## config.mk

```make
export PLATFORM = sky130hd
export DESIGN_NAME = toc_timer16_output_compare
export DESIGN_NICKNAME = d
export VERILOG_FILES = /design/src/verilog/toc_pkg.sv /design/src/verilog/toc_timer16_output_compare.sv
export VERILOG_INCLUDE_DIRS = /design/src /design/src/verilog
export SDC_FILE = /design/constraint.sdc
export NUM_CORES = 1
export LEC_CHECK = 0
export BUFFER_PORTS_ARGS = -buffer_cell sky130_fd_sc_hd__buf_2
export CAP_MARGIN = 20
export CORE_MARGIN = 8
export CORE_UTILIZATION = 60
export DETAILED_ROUTE_END_ITERATION = 7
export PLACE_DENSITY_LB_ADDON = 0.08
export SYNTH_ARGS = -nofsm -noshare
export SYNTH_HDL_FRONTEND = slang
export SYNTH_SLANG_ARGS = --single-unit
export TNS_END_PERCENT = 30
```

## constraint.sdc

```tcl
create_clock -name clk_i -period 6.4 [get_ports clk_i]
set_input_delay 0.64 -clock clk_i [delete_from_list [all_inputs] [get_ports clk_i]]
set_output_delay 0.64 -clock clk_i [all_outputs]
set_load 0.05 [all_outputs]
```

## src/verilog/toc_params.svh

```systemverilog
// Constants of the 16-bit timer output compare block: offsets, fields, reset values.
// Assumes a 32-bit classic Wishbone bus with byte addresses on an 8-bit adr_i.
`ifndef TOC_PARAMS_SVH
`define TOC_PARAMS_SVH

// ----------------------------------------------------------------------------
// Register byte offsets
// ----------------------------------------------------------------------------
`define TOC_OFS_CTRL        8'h00
`define TOC_OFS_FLAGS       8'h04
`define TOC_OFS_COUNT_LOW   8'h08
`define TOC_OFS_COUNT_HIGH  8'h0C
`define TOC_OFS_MATCH_A_LOW 8'h10
`define TOC_OFS_MATCH_A_HI  8'h14
`define TOC_OFS_MATCH_B_LOW 8'h18
`define TOC_OFS_MATCH_B_HI  8'h1C
`define TOC_OFS_CAPT_LOW    8'h20
`define TOC_OFS_CAPT_HIGH   8'h24

// ----------------------------------------------------------------------------
// Field positions in the control and flag registers
// ----------------------------------------------------------------------------
`define TOC_CTRL_WGM_LSB    0
`define TOC_CTRL_CS_LSB     4
`define TOC_CTRL_COM_LSB    8
`define TOC_CTRL_OIE_LSB    12
`define TOC_CTRL_TOVIE_BIT  14
`define TOC_CTRL_PORT_LSB   16
`define TOC_CTRL_DDR_LSB    18
`define TOC_FLAG_OCF_LSB    0
`define TOC_FLAG_TOV_BIT    2
`define TOC_FLAG_FORCE_LSB  8

// ----------------------------------------------------------------------------
// Counter limits and reset values
// ----------------------------------------------------------------------------
`define TOC_MAX             16'hFFFF
`define TOC_BOTTOM          16'h0000
`define TOC_TOP_8BIT        16'h00FF
`define TOC_TOP_9BIT        16'h01FF
`define TOC_TOP_10BIT       16'h03FF
`define TOC_RST_WORD        16'h0000
`define TOC_RST_BYTE        8'h00

`endif

```

## src/verilog/toc_pkg.sv

```systemverilog
// Types of the 16-bit timer output compare block.
// Assumes nothing of its surroundings.
package toc_pkg;

  // --------------------------------------------------------------------------
  // Counting styles selected by the waveform mode
  // --------------------------------------------------------------------------
  typedef enum logic [1:0] {
    TOC_NORMAL = 2'b00,
    TOC_CTC    = 2'b01,
    TOC_FAST   = 2'b10,
    TOC_DUAL   = 2'b11
  } toc_wave_t;

  // --------------------------------------------------------------------------
  // Whole state of the block
  // --------------------------------------------------------------------------
  typedef struct packed {
    logic [15:0]       cnt;
    logic [7:0]        temp;
    logic [1:0][15:0]  ocr;
    logic [1:0][15:0]  obuf;
    logic [15:0]       icr;
    logic [3:0]        wgm;
    logic [2:0]        cs;
    logic [1:0][1:0]   com;
    logic [1:0]        oie;
    logic              tov_ie;
    logic [1:0]        port;
    logic [1:0]        ddr;
    logic [1:0]        ocf;
    logic              tov;
    logic [1:0]        oc;
    logic              blk;
    logic              dn;
    logic              ack;
    logic [31:0]       rdat;
  } toc_state_t;

endpackage : toc_pkg

```

## src/verilog/toc_timer16_output_compare.sv

```systemverilog
// Output compare section of a 16-bit timer: counter, two compare channels, flags, pin override.
// Assumes a classic Wishbone master on clk_i and a one-cycle timer tick on count_tick_i.
`timescale 1ns/100ps
`include "toc_params.svh"

// What this block does
// (RULE1) Each channel compares counter to its match value; equality sets flag next tick.
// (RULE2) Set flag with enable requests interrupt; servicing clears the flag.
// (RULE3) Writing one to a flag bit clears that flag.
// (RULE4) Channel A match value may set TOP, fixing resolution and period.
// (RULE5) Match values double buffered in PWM modes, direct in normal and CTC.
// (RULE6) Buffered value loads into active register only at TOP or BOTTOM.
// (RULE7) Match values change only by writes; reads bypass the shared high latch.
// (RULE8) High byte goes to latch; low write moves both bytes at once.
// (RULE9) Force strobe in non-PWM acts like a match, without flag or counter change.
// (RULE10) Counter write blocks all matches for the next timer tick, even stopped.
// (RULE11) Software must not write counter equal to a variable TOP.
// (RULE12) Output state keeps its value across waveform mode changes.
// (RULE13) Output action bits apply at once, from the next match.
// (RULE14) Reset clears each channel output state to zero.
// (RULE15) Nonzero action replaces port value on pin; direction bit still governs.
// (RULE16) Action zero leaves output state unchanged on a match.
// (RULE17) Action bits do not touch capture behaviour.
// (RULE18) Only the waveform mode shapes the counting sequence.
// (RULE19) Non-PWM actions toggle, clear or set; PWM actions choose polarity.
// (RULE20) Mode zero counts up only and wraps from all ones to zero.
// (RULE21) Normal mode sets overflow flag on reaching zero; service or a write of one clears it.
// (RULE22) Clock select zero stops counting; counter stays readable and writable.
// (RULE23) A counter write wins over any count or clear that cycle.
// (RULE24) Writing zero to a flag keeps it; force strobes read as zero.
module toc_timer16_output_compare
  import toc_pkg::*;
(
  input  wire logic        clk_i,
  input  wire logic        rst_i,
  input  wire logic        ce_i,
  input  wire logic        count_tick_i,
  input  wire logic        cyc_i,
  input  wire logic        stb_i,
  input  wire logic        we_i,
  input  wire logic [7:0]  adr_i,
  input  wire logic [3:0]  sel_i,
  input  wire logic [31:0] dat_i,
  output logic      [31:0] dat_o,
  output logic             ack_o,
  input  wire logic [1:0]  match_irq_ack_i,
  input  wire logic        ovf_irq_ack_i,
  output logic      [1:0]  match_irq_o,
  output logic             ovf_irq_o,
  output logic      [1:0]  match_pin_o,
  output logic      [1:0]  match_pin_oe_o
);

  // --------------------------------------------------------------------------
  // State and decoded mode
  // --------------------------------------------------------------------------
  toc_state_t  st_ff;
  toc_state_t  nxt_st;
  toc_wave_t   kind;
  logic [15:0] top;
  logic        var_top;
  logic        load_at_top;
  logic        load_at_bot;
  logic        run;
  logic        at_top;
  logic        wrap_bot;
  logic        buf_load;
  logic        hit;
  logic        wr;
  logic        rd_start;
  logic [31:0] wmask;
  logic [31:0] wval;
  logic [31:0] ctrl_word;

  // (RULE4) Top selection by mode.
  always_comb begin
    kind        = TOC_NORMAL;
    top         = `TOC_MAX;
    var_top     = 1'b0;
    load_at_top = 1'b0;
    load_at_bot = 1'b0;
    case (st_ff.wgm)
      4'h1, 4'h2, 4'h3: begin
        kind        = TOC_DUAL;
        top         = (st_ff.wgm == 4'h1) ? `TOC_TOP_8BIT : (st_ff.wgm == 4'h2) ? `TOC_TOP_9BIT : `TOC_TOP_10BIT;
        load_at_top = 1'b1;
      end
      4'h4: begin
        kind    = TOC_CTC;
        top     = st_ff.ocr[0];
        var_top = 1'b1;
      end
      4'h5, 4'h6, 4'h7: begin
        kind        = TOC_FAST;
        top         = (st_ff.wgm == 4'h5) ? `TOC_TOP_8BIT : (st_ff.wgm == 4'h6) ? `TOC_TOP_9BIT : `TOC_TOP_10BIT;
        load_at_top = 1'b1;
      end
      4'h8, 4'h9: begin
        kind        = TOC_DUAL;
        top         = (st_ff.wgm == 4'h8) ? st_ff.icr : st_ff.ocr[0];
        var_top     = 1'b1;
        load_at_bot = 1'b1;
      end
      4'hA, 4'hB: begin
        kind        = TOC_DUAL;
        top         = (st_ff.wgm == 4'hA) ? st_ff.icr : st_ff.ocr[0];
        var_top     = 1'b1;
        load_at_top = 1'b1;
      end
      4'hC: begin
        kind    = TOC_CTC;
        top     = st_ff.icr;
        var_top = 1'b1;
      end
      4'hE, 4'hF: begin
        kind        = TOC_FAST;
        top         = (st_ff.wgm == 4'hE) ? st_ff.icr : st_ff.ocr[0];
        var_top     = 1'b1;
        load_at_top = 1'b1;
      end
      default: begin
        kind = TOC_NORMAL;
        top  = `TOC_MAX;
      end
    endcase
  end

  // --------------------------------------------------------------------------
  // Next state
  // --------------------------------------------------------------------------
  assign wmask     = {{8{sel_i[3]}}, {8{sel_i[2]}}, {8{sel_i[1]}}, {8{sel_i[0]}}};
  assign ctrl_word = {12'h000, st_ff.ddr, st_ff.port, 1'b0, st_ff.tov_ie, st_ff.oie, st_ff.com, 1'b0, st_ff.cs,
                      st_ff.wgm};

  always_comb begin
    nxt_st   = st_ff;
    run      = 1'b0;
    at_top   = 1'b0;
    wrap_bot = 1'b0;
    buf_load = 1'b0;
    hit      = 1'b0;
    wval     = 32'h0000_0000;
    // The write lands on the edge where the master sees ack, never earlier.
    wr       = cyc_i & stb_i & we_i & st_ff.ack;
    rd_start = cyc_i & stb_i & ~st_ff.ack;
    nxt_st.ack = cyc_i & stb_i & ~st_ff.ack;

    // (RULE2) Interrupt service clears flags.
    nxt_st.ocf = st_ff.ocf & ~match_irq_ack_i;
    nxt_st.tov = st_ff.tov & ~ovf_irq_ack_i;

    // (RULE3) Write one to clear; (RULE24) zero keeps the flag.
    if (wr && adr_i == `TOC_OFS_FLAGS && sel_i[0]) begin
      nxt_st.ocf = nxt_st.ocf & ~dat_i[`TOC_FLAG_OCF_LSB +: 2];
      nxt_st.tov = nxt_st.tov & ~dat_i[`TOC_FLAG_TOV_BIT];
    end

    // (RULE22) Clock select zero stops the counter.
    run = count_tick_i & (st_ff.cs != 3'b000);

    if (run) begin
      // (RULE10) The block lasts exactly one timer tick.
      nxt_st.blk = 1'b0;
      // (RULE11) A blocked match on a variable TOP is skipped, so the counter runs on.
      at_top = (st_ff.cnt == top) & ~(st_ff.blk & var_top);

      // (RULE18) Only the waveform mode drives the count sequence.
      case (kind)
        TOC_CTC, TOC_FAST: begin
          if (at_top) begin
            nxt_st.cnt = `TOC_BOTTOM;
            wrap_bot   = (kind == TOC_FAST);
            buf_load   = (kind == TOC_FAST);
            if (kind == TOC_FAST) begin
              nxt_st.tov = 1'b1;
            end
          end else begin
            nxt_st.cnt = st_ff.cnt + 16'h0001;
          end
          if (kind == TOC_CTC && st_ff.cnt == `TOC_MAX) begin
            nxt_st.tov = 1'b1;
          end
        end
        TOC_DUAL: begin
          if (!st_ff.dn) begin
            if (at_top) begin
              nxt_st.dn  = 1'b1;
              nxt_st.cnt = st_ff.cnt - 16'h0001;
              buf_load   = load_at_top;
            end else begin
              nxt_st.cnt = st_ff.cnt + 16'h0001;
            end
          end else if (st_ff.cnt == `TOC_BOTTOM) begin
            nxt_st.dn  = 1'b0;
            nxt_st.cnt = st_ff.cnt + 16'h0001;
            nxt_st.tov = 1'b1;
            buf_load   = load_at_bot;
          end else begin
            nxt_st.cnt = st_ff.cnt - 16'h0001;
          end
        end
        default: begin
          // (RULE20) Plain up count with natural wrap.
          nxt_st.cnt = st_ff.cnt + 16'h0001;
          nxt_st.dn  = 1'b0;
          // (RULE21) Overflow flag set as the counter reaches zero.
          if (st_ff.cnt == `TOC_MAX) begin
            nxt_st.tov = 1'b1;
          end
        end
      endcase

      for (int i = 0; i < 2; i++) begin
        // (RULE1) Full 16-bit compare, flag set on this tick.
        hit = (st_ff.cnt == st_ff.ocr[i]) & ~st_ff.blk;
        if (hit) begin
          nxt_st.ocf[i] = 1'b1;
          // (RULE13) Action bits read live; (RULE16) zero does nothing.
          // (RULE19) Set, clear, toggle or polarity by style.
          case (kind)
            TOC_FAST: begin
              if (st_ff.com[i][1]) begin
                nxt_st.oc[i] = st_ff.com[i][0];
              end
            end
            TOC_DUAL: begin
              if (st_ff.com[i][1]) begin
                nxt_st.oc[i] = st_ff.dn ^ st_ff.com[i][0];
              end
            end
            default: begin
              case (st_ff.com[i])
                2'b01: nxt_st.oc[i] = ~st_ff.oc[i];
                2'b10: nxt_st.oc[i] = 1'b0;
                2'b11: nxt_st.oc[i] = 1'b1;
                default: nxt_st.oc[i] = st_ff.oc[i];
              endcase
            end
          endcase
        end
        // Bottom action comes after the match so a value equal to TOP gives a steady level.
        if (wrap_bot && st_ff.com[i][1]) begin
          nxt_st.oc[i] = ~st_ff.com[i][0];
        end
        // (RULE6) Buffer moves to the active register only at TOP or BOTTOM.
        if (buf_load) begin
          nxt_st.ocr[i] = st_ff.obuf[i];
        end
      end
    end

    // ------------------------------------------------------------------------
    // Register writes
    // ------------------------------------------------------------------------
    if (wr) begin
      wval = dat_i & wmask;
      case (adr_i)
        `TOC_OFS_CTRL: begin
          // (RULE12) Mode changes leave the output states alone.
          wval          = (ctrl_word & ~wmask) | wval;
          nxt_st.wgm    = wval[`TOC_CTRL_WGM_LSB +: 4];
          nxt_st.cs     = wval[`TOC_CTRL_CS_LSB +: 3];
          nxt_st.com    = wval[`TOC_CTRL_COM_LSB +: 4];
          nxt_st.oie    = wval[`TOC_CTRL_OIE_LSB +: 2];
          nxt_st.tov_ie = wval[`TOC_CTRL_TOVIE_BIT];
          nxt_st.port   = wval[`TOC_CTRL_PORT_LSB +: 2];
          nxt_st.ddr    = wval[`TOC_CTRL_DDR_LSB +: 2];
        end
        `TOC_OFS_FLAGS: begin
          if (sel_i[1]) begin
            for (int i = 0; i < 2; i++) begin
              // (RULE9) Forced match: output only, no flag, no counter change.
              if (dat_i[`TOC_FLAG_FORCE_LSB + i] && (kind == TOC_NORMAL || kind == TOC_CTC)) begin
                case (st_ff.com[i])
                  2'b01: nxt_st.oc[i] = ~st_ff.oc[i];
                  2'b10: nxt_st.oc[i] = 1'b0;
                  2'b11: nxt_st.oc[i] = 1'b1;
                  default: nxt_st.oc[i] = st_ff.oc[i];
                endcase
              end
            end
          end
        end
        `TOC_OFS_COUNT_HIGH, `TOC_OFS_MATCH_A_HI, `TOC_OFS_MATCH_B_HI, `TOC_OFS_CAPT_HIGH: begin
          // (RULE8) High byte parks in the shared latch.
          if (sel_i[0]) begin
            nxt_st.temp = dat_i[7:0];
          end
        end
        `TOC_OFS_COUNT_LOW: begin
          if (sel_i[0]) begin
            // (RULE23) Counter write overrides the step above.
            nxt_st.cnt = {st_ff.temp, dat_i[7:0]};
            // (RULE10) Suppress matches on the next tick.
            nxt_st.blk = 1'b1;
          end
        end
        `TOC_OFS_MATCH_A_LOW, `TOC_OFS_MATCH_B_LOW: begin
          if (sel_i[0]) begin
            // (RULE8) Both bytes move together; (RULE5) direct when not PWM.
            nxt_st.obuf[adr_i[3]] = {st_ff.temp, dat_i[7:0]};
            if (kind == TOC_NORMAL || kind == TOC_CTC) begin
              nxt_st.ocr[adr_i[3]] = {st_ff.temp, dat_i[7:0]};
            end
          end
        end
        `TOC_OFS_CAPT_LOW: begin
          if (sel_i[0]) begin
            nxt_st.icr = {st_ff.temp, dat_i[7:0]};
          end
        end
        default: begin
          nxt_st.temp = st_ff.temp;
        end
      endcase
    end

    // ------------------------------------------------------------------------
    // Register reads, captured in the cycle before ack
    // ------------------------------------------------------------------------
    if (rd_start) begin
      nxt_st.rdat = 32'h0000_0000;
      if (!we_i) begin
        case (adr_i)
          `TOC_OFS_CTRL:  nxt_st.rdat = ctrl_word;
          // (RULE24) Force strobes read as zero.
          `TOC_OFS_FLAGS: nxt_st.rdat = {29'h0000_0000, st_ff.tov, st_ff.ocf};
          `TOC_OFS_COUNT_LOW: begin
            nxt_st.rdat = {24'h00_0000, st_ff.cnt[7:0]};
            nxt_st.temp = st_ff.cnt[15:8];
          end
          `TOC_OFS_CAPT_LOW: begin
            nxt_st.rdat = {24'h00_0000, st_ff.icr[7:0]};
            nxt_st.temp = st_ff.icr[15:8];
          end
          `TOC_OFS_COUNT_HIGH, `TOC_OFS_CAPT_HIGH: nxt_st.rdat = {24'h00_0000, st_ff.temp};
          // (RULE7) Match values read straight, not through the latch.
          `TOC_OFS_MATCH_A_LOW: nxt_st.rdat = {24'h00_0000, st_ff.obuf[0][7:0]};
          `TOC_OFS_MATCH_A_HI:  nxt_st.rdat = {24'h00_0000, st_ff.obuf[0][15:8]};
          `TOC_OFS_MATCH_B_LOW: nxt_st.rdat = {24'h00_0000, st_ff.obuf[1][7:0]};
          `TOC_OFS_MATCH_B_HI:  nxt_st.rdat = {24'h00_0000, st_ff.obuf[1][15:8]};
          default: nxt_st.rdat = 32'h0000_0000;
        endcase
      end
    end

    // (RULE2) Hardware sets win over a same-cycle clear.
    nxt_st.ocf = nxt_st.ocf;
  end

  // --------------------------------------------------------------------------
  // State register
  // --------------------------------------------------------------------------
  always_ff @(posedge clk_i) begin
    if (rst_i) begin
      st_ff <= '0;
      // (RULE14) Output states start at zero.
      st_ff.oc <= 2'b00;
    end else if (ce_i) begin
      st_ff <= nxt_st;
    end
  end

  // --------------------------------------------------------------------------
  // Outputs
  // --------------------------------------------------------------------------
  assign dat_o       = st_ff.rdat;
  assign ack_o       = st_ff.ack;
  // (RULE2) Request while flag and enable are both set.
  assign match_irq_o = st_ff.ocf & st_ff.oie;
  assign ovf_irq_o   = st_ff.tov & st_ff.tov_ie;

  // (RULE15) Nonzero action takes the pin; direction bit keeps the enable.
  // (RULE17) Action bits feed nothing but the pin and output state.
  always_comb begin
    for (int i = 0; i < 2; i++) begin
      match_pin_o[i] = (st_ff.com[i] != 2'b00) ? st_ff.oc[i] : st_ff.port[i];
    end
  end
  assign match_pin_oe_o = st_ff.ddr;

endmodule // toc_timer16_output_compare

```

### Yosys cells after proc, flatten, opt, wreduce, memory -nomap -nowiden

Index checks and enable logic that the tools add are counted.

| word-level totals | value |
|---|---|
| flip-flop bits (word level) | 162 |
| bits of input ports | 54 |
| output and inout port bits | 40 |

| cells by class | value |
|---|---|
| $add $sub $neg | 2 |
| $lt $le $gt $ge | 2 |
| equality and inequality tests | 36 |
| multiplexer cells | 85 |
| bitwise operators | 33 |
| reduce and logical (&&, ||, !) cells | 34 |

Operator list:

| kind | number |
|---|---|
| $mux W16 | 15 |
| $pmux W20 S9 | 1 |
| $mux W64 | 2 |
| $mux W122 | 1 |
| $pmux W16 S7 | 1 |
| $bwmux W32 | 2 |
| $mux W32 | 2 |
| $eq A16 B16 Y1 | 3 |
| $and A20 B20 Y20 | 2 |
| $mux W10 | 4 |
| $mux W1 | 35 |
| $eq A8 B5 Y1 const B | 4 |
| $mux W8 | 4 |
| $pmux W16 S2 | 1 |
| $eq A4 B4 Y1 const B | 7 |
| $mux W20 | 1 |
| $not A20 Y20 | 1 |
| $or A20 B20 Y20 | 1 |
| $mux W18 | 1 |
| $add A16 B1 Y16 const B | 1 |
| $demux W16 S1 | 1 |
| $eq A16 B16 Y1 const B | 1 |
| $eq A4 B3 Y1 const B | 4 |
| $eq A8 B4 Y1 const B | 2 |
| 38 further kinds | 95 |

### Longest topological paths before layout

Gate-level depths: netlist of run 1.

| logic depth | value |
|---|---|
| depth in word-level cells | 20 |
| gate-level depth with buffers | 15 |

### Worst setup path after synthesis of run 1

No wires, ideal clock.

| timing | value |
|---|---|
| path type | reg-to-reg |
| start | reg with a tool-made name |
| end | reg st_ff[121] (netlist name) |
| setup time | 0.114 ns |
| arrival | 3.017 ns |
| required time | 6.286 ns |
| setup slack | 3.268 ns |
| cell stages (with the launch flop) | 12 |
| clock period less this slack | 3.132 ns |
| path through | dfxtp_1 buf_2 buf_2 buf_2 or4_1 and2_1 ha_1 nor2b_1 o211ai_2 a21boi_2 mux2_2 a2111oi_0 |

RTL lines:

| item | RTL line | text |
|---|---|---|
| to (signal assigned) | toc_timer16_output_compare.sv:360 | `st_ff <= nxt_st;` |
| to (decl) | toc_timer16_output_compare.sv:57 | `toc_state_t st_ff;` |

==> impl_metrics.json, run 1 <==
{
  "die_area_um2": 21120,
  "total_power_uw": 2166,
  "fp.coreArea_um2": 16470,
  "critical_path.top_delay_family": "simple AND/OR/NAND/NOR gates",
  "finalHoldViolations": 0,
  "final_layout_size_suffix_gt1_share_pct": 11.84,
  "cp.arrival_ns": 4.49,
  "slew_viol_final": 0,
  "rsz0062_at_grt": "false",
  "ioPinCount": 94,
  "clk_pin_slew_ns": 0.07,
  "start_kind": "flop",
  "netlist_instances": 1347,
  "nets": 1365,
  "ys_ff_latch": 149,
  "dpl_cell_area_um2": 10070,
  "avgSynthCellArea_um2": 7.451,
  "synth.distinct_cells": 85,
  "yosysTopAreaCellShare_pct": 29.72,
  "initial_core_util_pct": 60.95,
  "final_antenna_net_count": 0,
  "htreeDepth": 4,
  "synthFlopType": "dfxtp_1",
  "dpl.hpwl_mm": 24.97,
  "timing.final.crit_share_pct": 65.26,
  "cts_buffer_depth": 2,
  "viasPerCell": 6.826,
  "cts_buffers": 17,
  "fin_area_um2": 10690,
  "clk-insertion-delay-late_ns": 0.44,
  "grt_remaining_overflow": 0,
  "ys_warn_count": 0,
  "num_rows": 47,
  "synth_top_area_cell": "dfxtp_1",
  "synthTopCellsByArea": "dfxtp_1 30%, nand2_1 7.7%, nor2_1 4.5%",
  "via_count": 10500,
  "routedWlPerCell_um": 23.30,
  "multi_input_area_um2": 6242,
  "drc": 0,
  "first_global_vias": 9715,
  "path_max_fanout": 30,
  "grt_usage_pct": 32.69,
  "crit_path_end_kind": "flop",
  "run_status": "finished clean",
  "grt_pass1_wl_mm": 55.26,
  "powerDensity_nw_per_um2": 202.7,
  "cp_cell_sequence": "nor2b_1 -> o31ai_1 -> and3_1 -> or4b_1 -> nor4_4 -> o211ai_2 -> a21boi_4 -> buf_4 -> nor4b_1 -> nor3_1",
  "register_area_um2": 2983,
  "drt-total-wl_mm": 35.84,
  "hp-class": "primary input to flop",
  "timing.critical_path.required_ns": 6.71,
  "port_buffers": 66,
  "clock-sinks": 149,
  "place.gp.congestion": 0.9931,
  "slew-limit-headroom_pct": 24.19,
  "cpMaxStageDelayCell": "dfxtp_1",
  "yosysSeqAreaShare_pct": 29.72,
  "irDropWorstVdd_mv": 0.2078,
  "nFillCells": 1470,
  "fin_tns_setup_ns": 0,
  "die_width_um": 145.3,
  "postCtsSetupRepairBufs": 0,
  "drv_cap": 0,
  "utilization_pct": 64.91,
  "cts_resized": 0,
  "dr.pass1.iters": 7,
  "synth_edf_count": 0,
  "antenna_found_initial": 0,
  "path_buf_inv": 1,
  "hold_buffers": 0,
  "fmax_ghz": 0.2394,
  "layout.cells.most_common_list": "206 x nand2_1, 149 x dfxtp_1, 120 x nor2_1",
  "setup_viol": 0,
  "final_common_cell": "nand2_1",
  "cpPeakStageDelay_ns": 0.74,
  "cts_tree": "yes",
  "dr.first_iter.drc_count": 1355,
  "critPathKind": "flop to flop",
  "n_antenna_cell": 0,
  "async_flop_share_pct": 0,
  "p_leak_uw": 0.003736,
  "grt_start_max_net_pins": 70,
  "worst_pin_slew_ns": 1.127,
  "die_h_um": 145.3,
  "clock-skew-final_ns": 0.01052,
  "finalCriticalPeriod_ns": 4.177,
  "syn_to_final_growth_pct": 6.496,
  "cts-root-buf": "clkbuf_16",
  "syn-cell-area_um2": 10040
}
==> final timing paths <==
check                                            from                 endpoint  slack, ns  cells after the start
worst min-delay path                        dat_i[10]                     flop       0.43                      3
worst max register to register                   flop  st_ff[111]$_SDFFE_PP0P_       2.22                     10
worst min register to register  dat_o[1]$_SDFFE_PP0P_    dat_o[1]$_SDFFE_PP0P_       0.45                      2
worst max-delay path                             flop  st_ff[111]$_SDFFE_PP0P_       2.22                     10
==> per-stage QoR <==
| step | hold WS (ns) | worst slack (ns) | std cells |
|---|---|---|---|
| after global placement | 0.4406 | 2.357 | 1506 |
| after detailed placement | 0.4457 | 2.330 | 1506 |
| final | 0.4348 | 2.223 | 1538 |
| after global routing | 0.4422 | 1.999 | 1538 |
| after CTS | 0.4330 | 2.329 | 1538 |
| after floorplan | 0.4323 | 3.268 | 1359 |
==> worst register-to-register path, cell delays in order, from the launching register on <==
cell and delay [ns]:
dfxtp_1 0.74, nor2b_1 0.69, o31ai_1 0.16, and3_1 0.20, or4b_1 0.57, nor4_4 0.29
o211ai_2 0.17, a21boi_4 0.35, buf_4 0.37, nor4b_1 0.42, nor3_1 0.09
==> synthesized netlist by cell type, types with 25 or more instances <==
cell	n
nand2_1	206
dfxtp_1	149
nor2_1	120
clkbuf_1	88
a21oi_1	85
nor3_1	75
o21ai_0	53
a22oi_1	49
buf_4	36
mux2i_1	29
nor4b_1	29
inv_1	25
==> layer usage <==
metal,track usage [%],up-vias,share of wire (%)
met4,19.47,0,5.7
met5,0,-,0
met2,50.14,697,44
met3,6.996,154,11
met1,41.59,4900,39
li1,-,4747,-
==> power by group <==
part / switching, µW / internal, µW
sequential: 5.79 / 928
combinational: 119 / 44.7
clock: 473 / 596
total: 598 / 1570
==> cell type report <==
type / instances / share of cell area, %
Inverter: 26 / 0.9131
Multi-Input combinational cell: 1026 / 58.41
Tap cell: 220 / 2.575
Clock inverter: 15 / 1.768
Sequential cell: 149 / 27.91
Clock buffer: 17 / 3.980
Timing Repair Buffer: 85 / 4.449
==> cells by family (layout without fill, tap and decap cells) <==
| kind of cell | after synthesis | after routing | share of synthesized area [%] |
|---|---|---|---|
| simple gates | 567 | 567 | 27.63 |
| compound gates | 353 | 353 | 24.37 |
| buf+inv | 184 | 143 | 8.839 |
| flops | 149 | 149 | 29.72 |
| xor+xnor | 48 | 48 | 4.189 |
| mux | 39 | 39 | 4.463 |
| fa+ha+maj | 6 | 6 | 0.7480 |
| other cells | 1 | 13 | 0.03737 |
Power figures use the tool's default switching activity.
==> inputs of run 2 (changes only) <==
--- a/config.mk
+++ b/config.mk
@@ -6,6 +6,7 @@
 export SDC_FILE = /design/constraint.sdc
 export NUM_CORES = 1
 export LEC_CHECK = 0
+export ABC_AREA = 1
 export BUFFER_PORTS_ARGS = -buffer_cell sky130_fd_sc_hd__buf_2
 export CAP_MARGIN = 20
 export CORE_MARGIN = 8
==> constraint.sdc (replaced) <==
create_clock -name clk_i -period 4.2 [get_ports clk_i]
set_input_delay 0.42 -clock clk_i [delete_from_list [all_inputs] [get_ports clk_i]]
set_output_delay 0.42 -clock clk_i [all_outputs]
set_load 0.05 [all_outputs]
==> run 2 against run 1 <==
- first-iteration DRC count rose by 9.6%
- worst setup slack got worse by 1.5 ns
- core utilization barely moved
- clock skew rose by 0.0034 ns
- critical path type unchanged
- sequential cell count did not move
- final cell count rose by 32%
- final area rose by 8.3%
==> impl_metrics.json, run 2 <==
{
  "cts-root-buf": "clkbuf_16",
  "irDropWorstVdd_mv": 0.3769,
  "cts_tree": "yes",
  "ioPinCount": 94,
  "hold_buffers": 0,
  "internal-power_uw": 2325,
  "synth_top_area_cell": "dfxtp_1",
  "clock-sinks": 149,
  "final_common_cell": "nand2_1",
  "synth.distinct_cells": 45,
  "grt_remaining_overflow": 0,
  "critPathKind": "flop to flop",
  "htreeDepth": 4,
  "fp.coreArea_um2": 17840,
  "crit_path_end_kind": "flop",
  "cts_buffers": 17,
  "initial_core_util_pct": 60.62,
  "async_flop_share_pct": 0,
  "cts_resized": 0,
  "antenna_found_initial": 2,
  "via_count": 12250,
  "finalHoldViolations": 0,
  "clockPowerShare_pct": 50.4,
  "ys_warn_count": 0,
  "n_antenna_cell": 0,
  "drc": 0,
  "nets": 1849,
  "layout.cells.most_common_list": "479 x nand2_1, 210 x inv_1, 193 x a21oi_1",
  "ys_top_cells_by_count": "479 x nand2_1, 211 x inv_1, 193 x a21oi_1, 156 x o21ai_0, 154 x nand3_1",
  "switching_share_pct": 28.43,
  "hp-class": "primary input to flop",
  "cts_buffer_depth": 2,
  "drv_cap": 0,
  "dpl.hpwl_mm": 28.70,
  "path_max_fanout": 32,
  "place.gp.congestion": 0.9993,
  "netlist_instances": 1802,
  "die_h_um": 150.3,
  "drt-total-wl_mm": 39.48,
  "avgSynthCellArea_um2": 6.002,
  "dr.first_iter.drc_count": 1485,
  "num_rows": 49,
  "ys_ff_latch": 149,
  "syn-cell-area_um2": 10820,
  "grt_pass1_wl_mm": 60.73,
  "setup_viol": 0,
  "start_kind": "flop",
  "clk_pin_slew_ns": 0.07,
  "dp_slack_ns": 0.8426,
  "synth_most_common_cell": "nand2_1",
  "syn_to_final_growth_pct": 7.069,
  "synthTopCellsByArea": "dfxtp_1 28%, nand2_1 17%, a21oi_1 8.9%",
  "final_layout_size_suffix_gt1_share_pct": 8.546,
  "first_global_vias": 10980,
  "die_width_um": 150.3,
  "pwr-share-seq_pct": 44.0,
  "p_leak_uw": 0.004962,
  "fin_tns_setup_ns": 0,
  "synthFlopType": "dfxtp_1",
  "slew-limit-headroom_pct": 24.90,
  "setup_ws_ns": 0.7525,
  "timing.final.crit_share_pct": 82.08,
  "port_buffers": 66,
  "fmax_ghz": 0.2901,
  "comb_power_share_pct": 5.6,
  "final_antenna_net_count": 0,
  "die_area_um2": 22580,
  "finalCriticalPeriod_ns": 3.448,
  "clock-skew-final_ns": 0.01389,
  "worst_pin_slew_ns": 1.126,
  "postCtsSetupRepairBufs": 0,
  "grt_start_max_net_pins": 93,
  "timing.critical_path.required_ns": 4.48,
  "powerDensity_nw_per_um2": 280.5,
  "grt_usage_pct": 34.52,
  "switchingPower_uw": 923.6,
  "cp.arrival_ns": 3.72,
  "yosysSeqAreaShare_pct": 27.58,
  "clk-insertion-delay-late_ns": 0.44,
  "run_status": "finished clean",
  "slew_viol_final": 0,
  "fin_hold_ws_ns": 0.2212,
  "yosysTopAreaCellShare_pct": 27.58,
  "viasPerCell": 6.030,
  "synth_edf_count": 0,
  "dr.pass1.iters": 6,
  "rsz0062_at_grt": "false",
  "routedWlPerCell_um": 19.44
}
run 2: area by class of cell:
class	instances	area (µm²)
clock inverter	15	205.2
multi-input combinational	1308	6334
clock buffer	17	425.4
sequential	149	2983
tap	229	286.5
timing repair buffer	89	505.5
inverter	224	840.8
fill	1742	6261
run 2: worst paths after layout:
check	from	slack, ns	end	cells after the start
max reg2reg	flop	0.75	st_ff[108]$_SDFFE_PP0P_	18
min reg2reg	dat_o[11]$_SDFFE_PP0P_	0.46	dat_o[11]$_SDFFE_PP0P_	2
min	dat_i[19]	0.22	flop	3
max	flop	0.75	st_ff[108]$_SDFFE_PP0P_	18
run 2: cell families (layout without fill, tap and decap cells):
logic type,after synthesis,in the layout,synth area share (%)
AOI/OAI and AO/OA,435,435,21.97
xor gates and xnor gates,35,35,2.834
adders and majority gates,6,6,0.6941
buffers and inverters,357,345,14.43
DFF,149,149,27.58
other,1,13,0.03467
and+or+nand+nor,819,819,32.46
run 2: layer usage:
metal  routed length, µm  vias to the layer above  track usage, %  part of all wire [%]
li1                    -                     5857               -                     -
met2               17690                      711           54.51                    45
met5                  38                        -               0                 0.096
met4                1705                        2           16.04                   4.3
met1               15740                     5555           44.63                    40
met3                4313                      122           6.733                    11
run 2: stage by stage:
step / cells / power [µW] / util [%] / instance area (µm²)
after floorplan: 1814 / 1574 / - / 10860
after global placement: 1999 / 1634 / 61.37 / 10950
after CTS: 2031 / 3244 / 64.91 / 11580
after detailed placement: 1999 / 1636 / 61.37 / 10950
after global routing: 2031 / 3314 / 64.91 / 11580
final: 2031 / 3248 / 64.91 / 11580
run 2: worst max-delay path, cell delays in order (launching register included):
cell      delay [ns]
dfxtp_1         0.62
nand2_2         0.14
inv_2           0.24
nand2_1         0.11
nand2_1         0.17
nor2_1          0.10
nand3_1         0.09
nand2_1         0.08
nor2_1          0.16
nand2_1         0.11
nor2_4          0.19
nand3_4         0.18
nand3b_4        0.23
nand2_4         0.18
nand2_4         0.28
nand2_1         0.15
nand3_1         0.10
nand2_1         0.09
a21oi_1         0.05
run 2: power groups by stage:
| stage | combinational, µW | sequential, µW | clock, µW |
|---|---|---|---|
| 2_1_floorplan | 117 | 1460 | 0 |
| 3_3_place_gp | 172 | 1460 | 0 |
| 3_5_place_dp | 174 | 1460 | 0 |
| 4_1_cts | 175 | 1430 | 1640 |
| 5_1_grt | 193 | 1430 | 1690 |
| 6_report | 181 | 1430 | 1640 |
==> inputs of run 3 (changes only) <==
--- a/config.mk
+++ b/config.mk
@@ -6,11 +6,11 @@
 export SDC_FILE = /design/constraint.sdc
 export NUM_CORES = 1
 export LEC_CHECK = 0
-export ABC_AREA = 1
+export ABC_AREA = 0
 export BUFFER_PORTS_ARGS = -buffer_cell sky130_fd_sc_hd__buf_2
 export CAP_MARGIN = 20
 export CORE_MARGIN = 8
-export CORE_UTILIZATION = 60
+export CORE_UTILIZATION = 55
 export DETAILED_ROUTE_END_ITERATION = 7
 export PLACE_DENSITY_LB_ADDON = 0.08
 export SYNTH_ARGS = -nofsm -noshare
==> constraint.sdc (replaced) <==
create_clock -name clk_i -period 2.85 [get_ports clk_i]
set_input_delay 0.285 -clock clk_i [delete_from_list [all_inputs] [get_ports clk_i]]
set_output_delay 0.285 -clock clk_i [all_outputs]
set_load 0.05 [all_outputs]
==> run 3 against run 2 <==
- the run now ends with setup timing left
- worst hold slack worse by 0.14 ns
- sequential share of layout area decreased by 2.7 points
- wire length up 3.4%
- non-clock buffer count increased by 184
- clock skew shrank 0.0049 ns
- critical path type unchanged
==> impl_metrics.json, run 3 (synthesis results as in run 1) <==
{
  "clk_pin_slew_ns": 0.07,
  "setup_ws_ns": -0.2593,
  "violations": "setup timing",
  "internal-power_uw": 3647,
  "drv_cap": 0,
  "clock-sinks": 149,
  "dp_slack_ns": -0.3311,
  "cp.arrival_ns": 3.43,
  "comb_power_share_pct": 8.7,
  "setup_viol": 47,
  "clockPowerShare_pct": 49.8,
  "timing.critical_path.required_ns": 3.17,
  "place.gp.congestion": 1.001,
  "finalHoldViolations": 0,
  "grt_remaining_overflow": 0,
  "rr_worst_depth": 11,
  "die_area_um2": 22830,
  "finalCriticalPeriod_ns": 3.109,
  "viasPerCell": 6.492,
  "via_count": 11260,
  "first_global_vias": 10370,
  "dr.pass1.iters": 6,
  "cts-root-buf": "clkbuf_16",
  "slew_viol_final": 0,
  "htreeDepth": 4,
  "syn_to_final_growth_pct": 29.45,
  "fmax_ghz": 0.3216,
  "dpl.hpwl_mm": 29.04,
  "initial_core_util_pct": 55.87,
  "port_buffers": 66,
  "run_status": "finished with violations",
  "switchingPower_uw": 1382,
  "critPathKind": "flop to flop",
  "dr.first_iter.drc_count": 1358,
  "slew-limit-headroom_pct": 45.01,
  "fin_hold_ws_ns": 0.08275,
  "grt_pass1_wl_mm": 60.80,
  "cts_tree": "yes",
  "ioPinCount": 94,
  "die_width_um": 151.1,
  "timing.final.crit_share_pct": 109.1,
  "final_antenna_net_count": 0,
  "grt_start_max_net_pins": 120,
  "cts_buffers": 17,
  "n_antenna_cell": 0,
  "powerDensity_nw_per_um2": 387.1,
  "drc": 0,
  "drt-total-wl_mm": 40.84,
  "clk-insertion-delay-late_ns": 0.44,
  "die_h_um": 151.1,
  "fin_tns_setup_ns": -7.600,
  "routedWlPerCell_um": 23.54,
  "num_rows": 49,
  "hp-class": "primary input to flop",
  "path_max_fanout": 5,
  "worst_pin_slew_ns": 0.8248,
  "start_kind": "flop",
  "grt_usage_pct": 35.04,
  "final_common_cell": "nand2_1",
  "hold_path_depth": 3,
  "rsz0062_at_grt": "true",
  "fp.coreArea_um2": 17960,
  "cts_buffer_depth": 2,
  "crit_path_end_kind": "flop",
  "pwr-share-seq_pct": 41.5,
  "nets": 1553,
  "switching_share_pct": 27.48,
  "final_layout_size_suffix_gt1_share_pct": 27.89,
  "layout.cells.most_common_list": "205 x nand2_1, 183 x buf_4, 145 x dfxtp_1",
  "antenna_found_initial": 0,
  "p_leak_uw": 0.004888,
  "irDropWorstVdd_mv": 0.4440,
  "clock-skew-final_ns": 0.008968
}
==> run 3: routing by layer <==
metal  vias to the layer above  routed length, µm  global-route usage (%)
met3                       184               4363                   6.603
met1                      5212              15720                   44.70
met4                         0               3018                   22.02
met2                       732              17740                   53.71
met5                         -                  0                       0
li1                       5136                  -                       -
==> run 3: through the flow <==
stage	util (%)	cell area, µm²	instances	total power (µW)
2_1_floorplan	-	10170	1359	2395
3_3_place_gp	63.48	11400	1676	2550
3_5_place_dp	63.48	11400	1676	2550
4_1_cts	71.24	12800	1733	5011
5_1_grt	72.32	12990	1735	5129
6_report	72.32	12990	1735	5029
==> run 3: what timing repair did <==
item | 4_1_cts | 5_1_grt
pin swaps | 47 | 16
gates resized for setup | 90 | 26
endpoints found under the hold margin | 0 | 0
gates cloned | 4 | 1
buffers inserted | 21 | 1
setup endpoints to repair | 50 | 52
hold buffers | 0 | 0
==> run 3: final timing paths <==
path                         startpoint                 endpoint  slack, ns
setup / recovery                   flop  st_ff[121]$_SDFFE_PP0P_      -0.26
hold / removal                dat_i[19]                     flop       0.08
setup reg to reg                   flop  st_ff[121]$_SDFFE_PP0P_      -0.26
hold reg to reg   dat_o[1]$_SDFFE_PP0P_    dat_o[1]$_SDFFE_PP0P_       0.45
==> run 3: layout make-up <==
cell class / instances / area [µm²]
sequential: 149 / 2995
tap: 229 / 286.5
clock inverter: 15 / 209.0
fill: 1468 / 4972
inverter: 26 / 101.3
timing repair buffer: 273 / 2146
clock buffer: 17 / 425.4
multi-input combinational: 1026 / 6828
==> run 3: worst max-delay path, cell delays in order, from the launching register on <==
cell and delay (ns):
dfxtp_4 0.35, buf_6 0.11, or3_4 0.37, a32oi_4 0.23, nor3_2 0.09, or4b_4 0.51
nor4_4 0.24, o211ai_2 0.18, a21boi_4 0.21, buf_12 0.15, mux2_4 0.32, a2111oi_4 0.22
==> run 3: power groups by stage <==
stage                     logic, µW  registers (µW)  clock network (µW)
after floorplan                 258            2140                   0
after global placement          411            2140                   0
after detailed placement        411            2140                   0
after CTS                       420            2090                2500
after global routing            461            2090                2580
final                           438            2090                2500
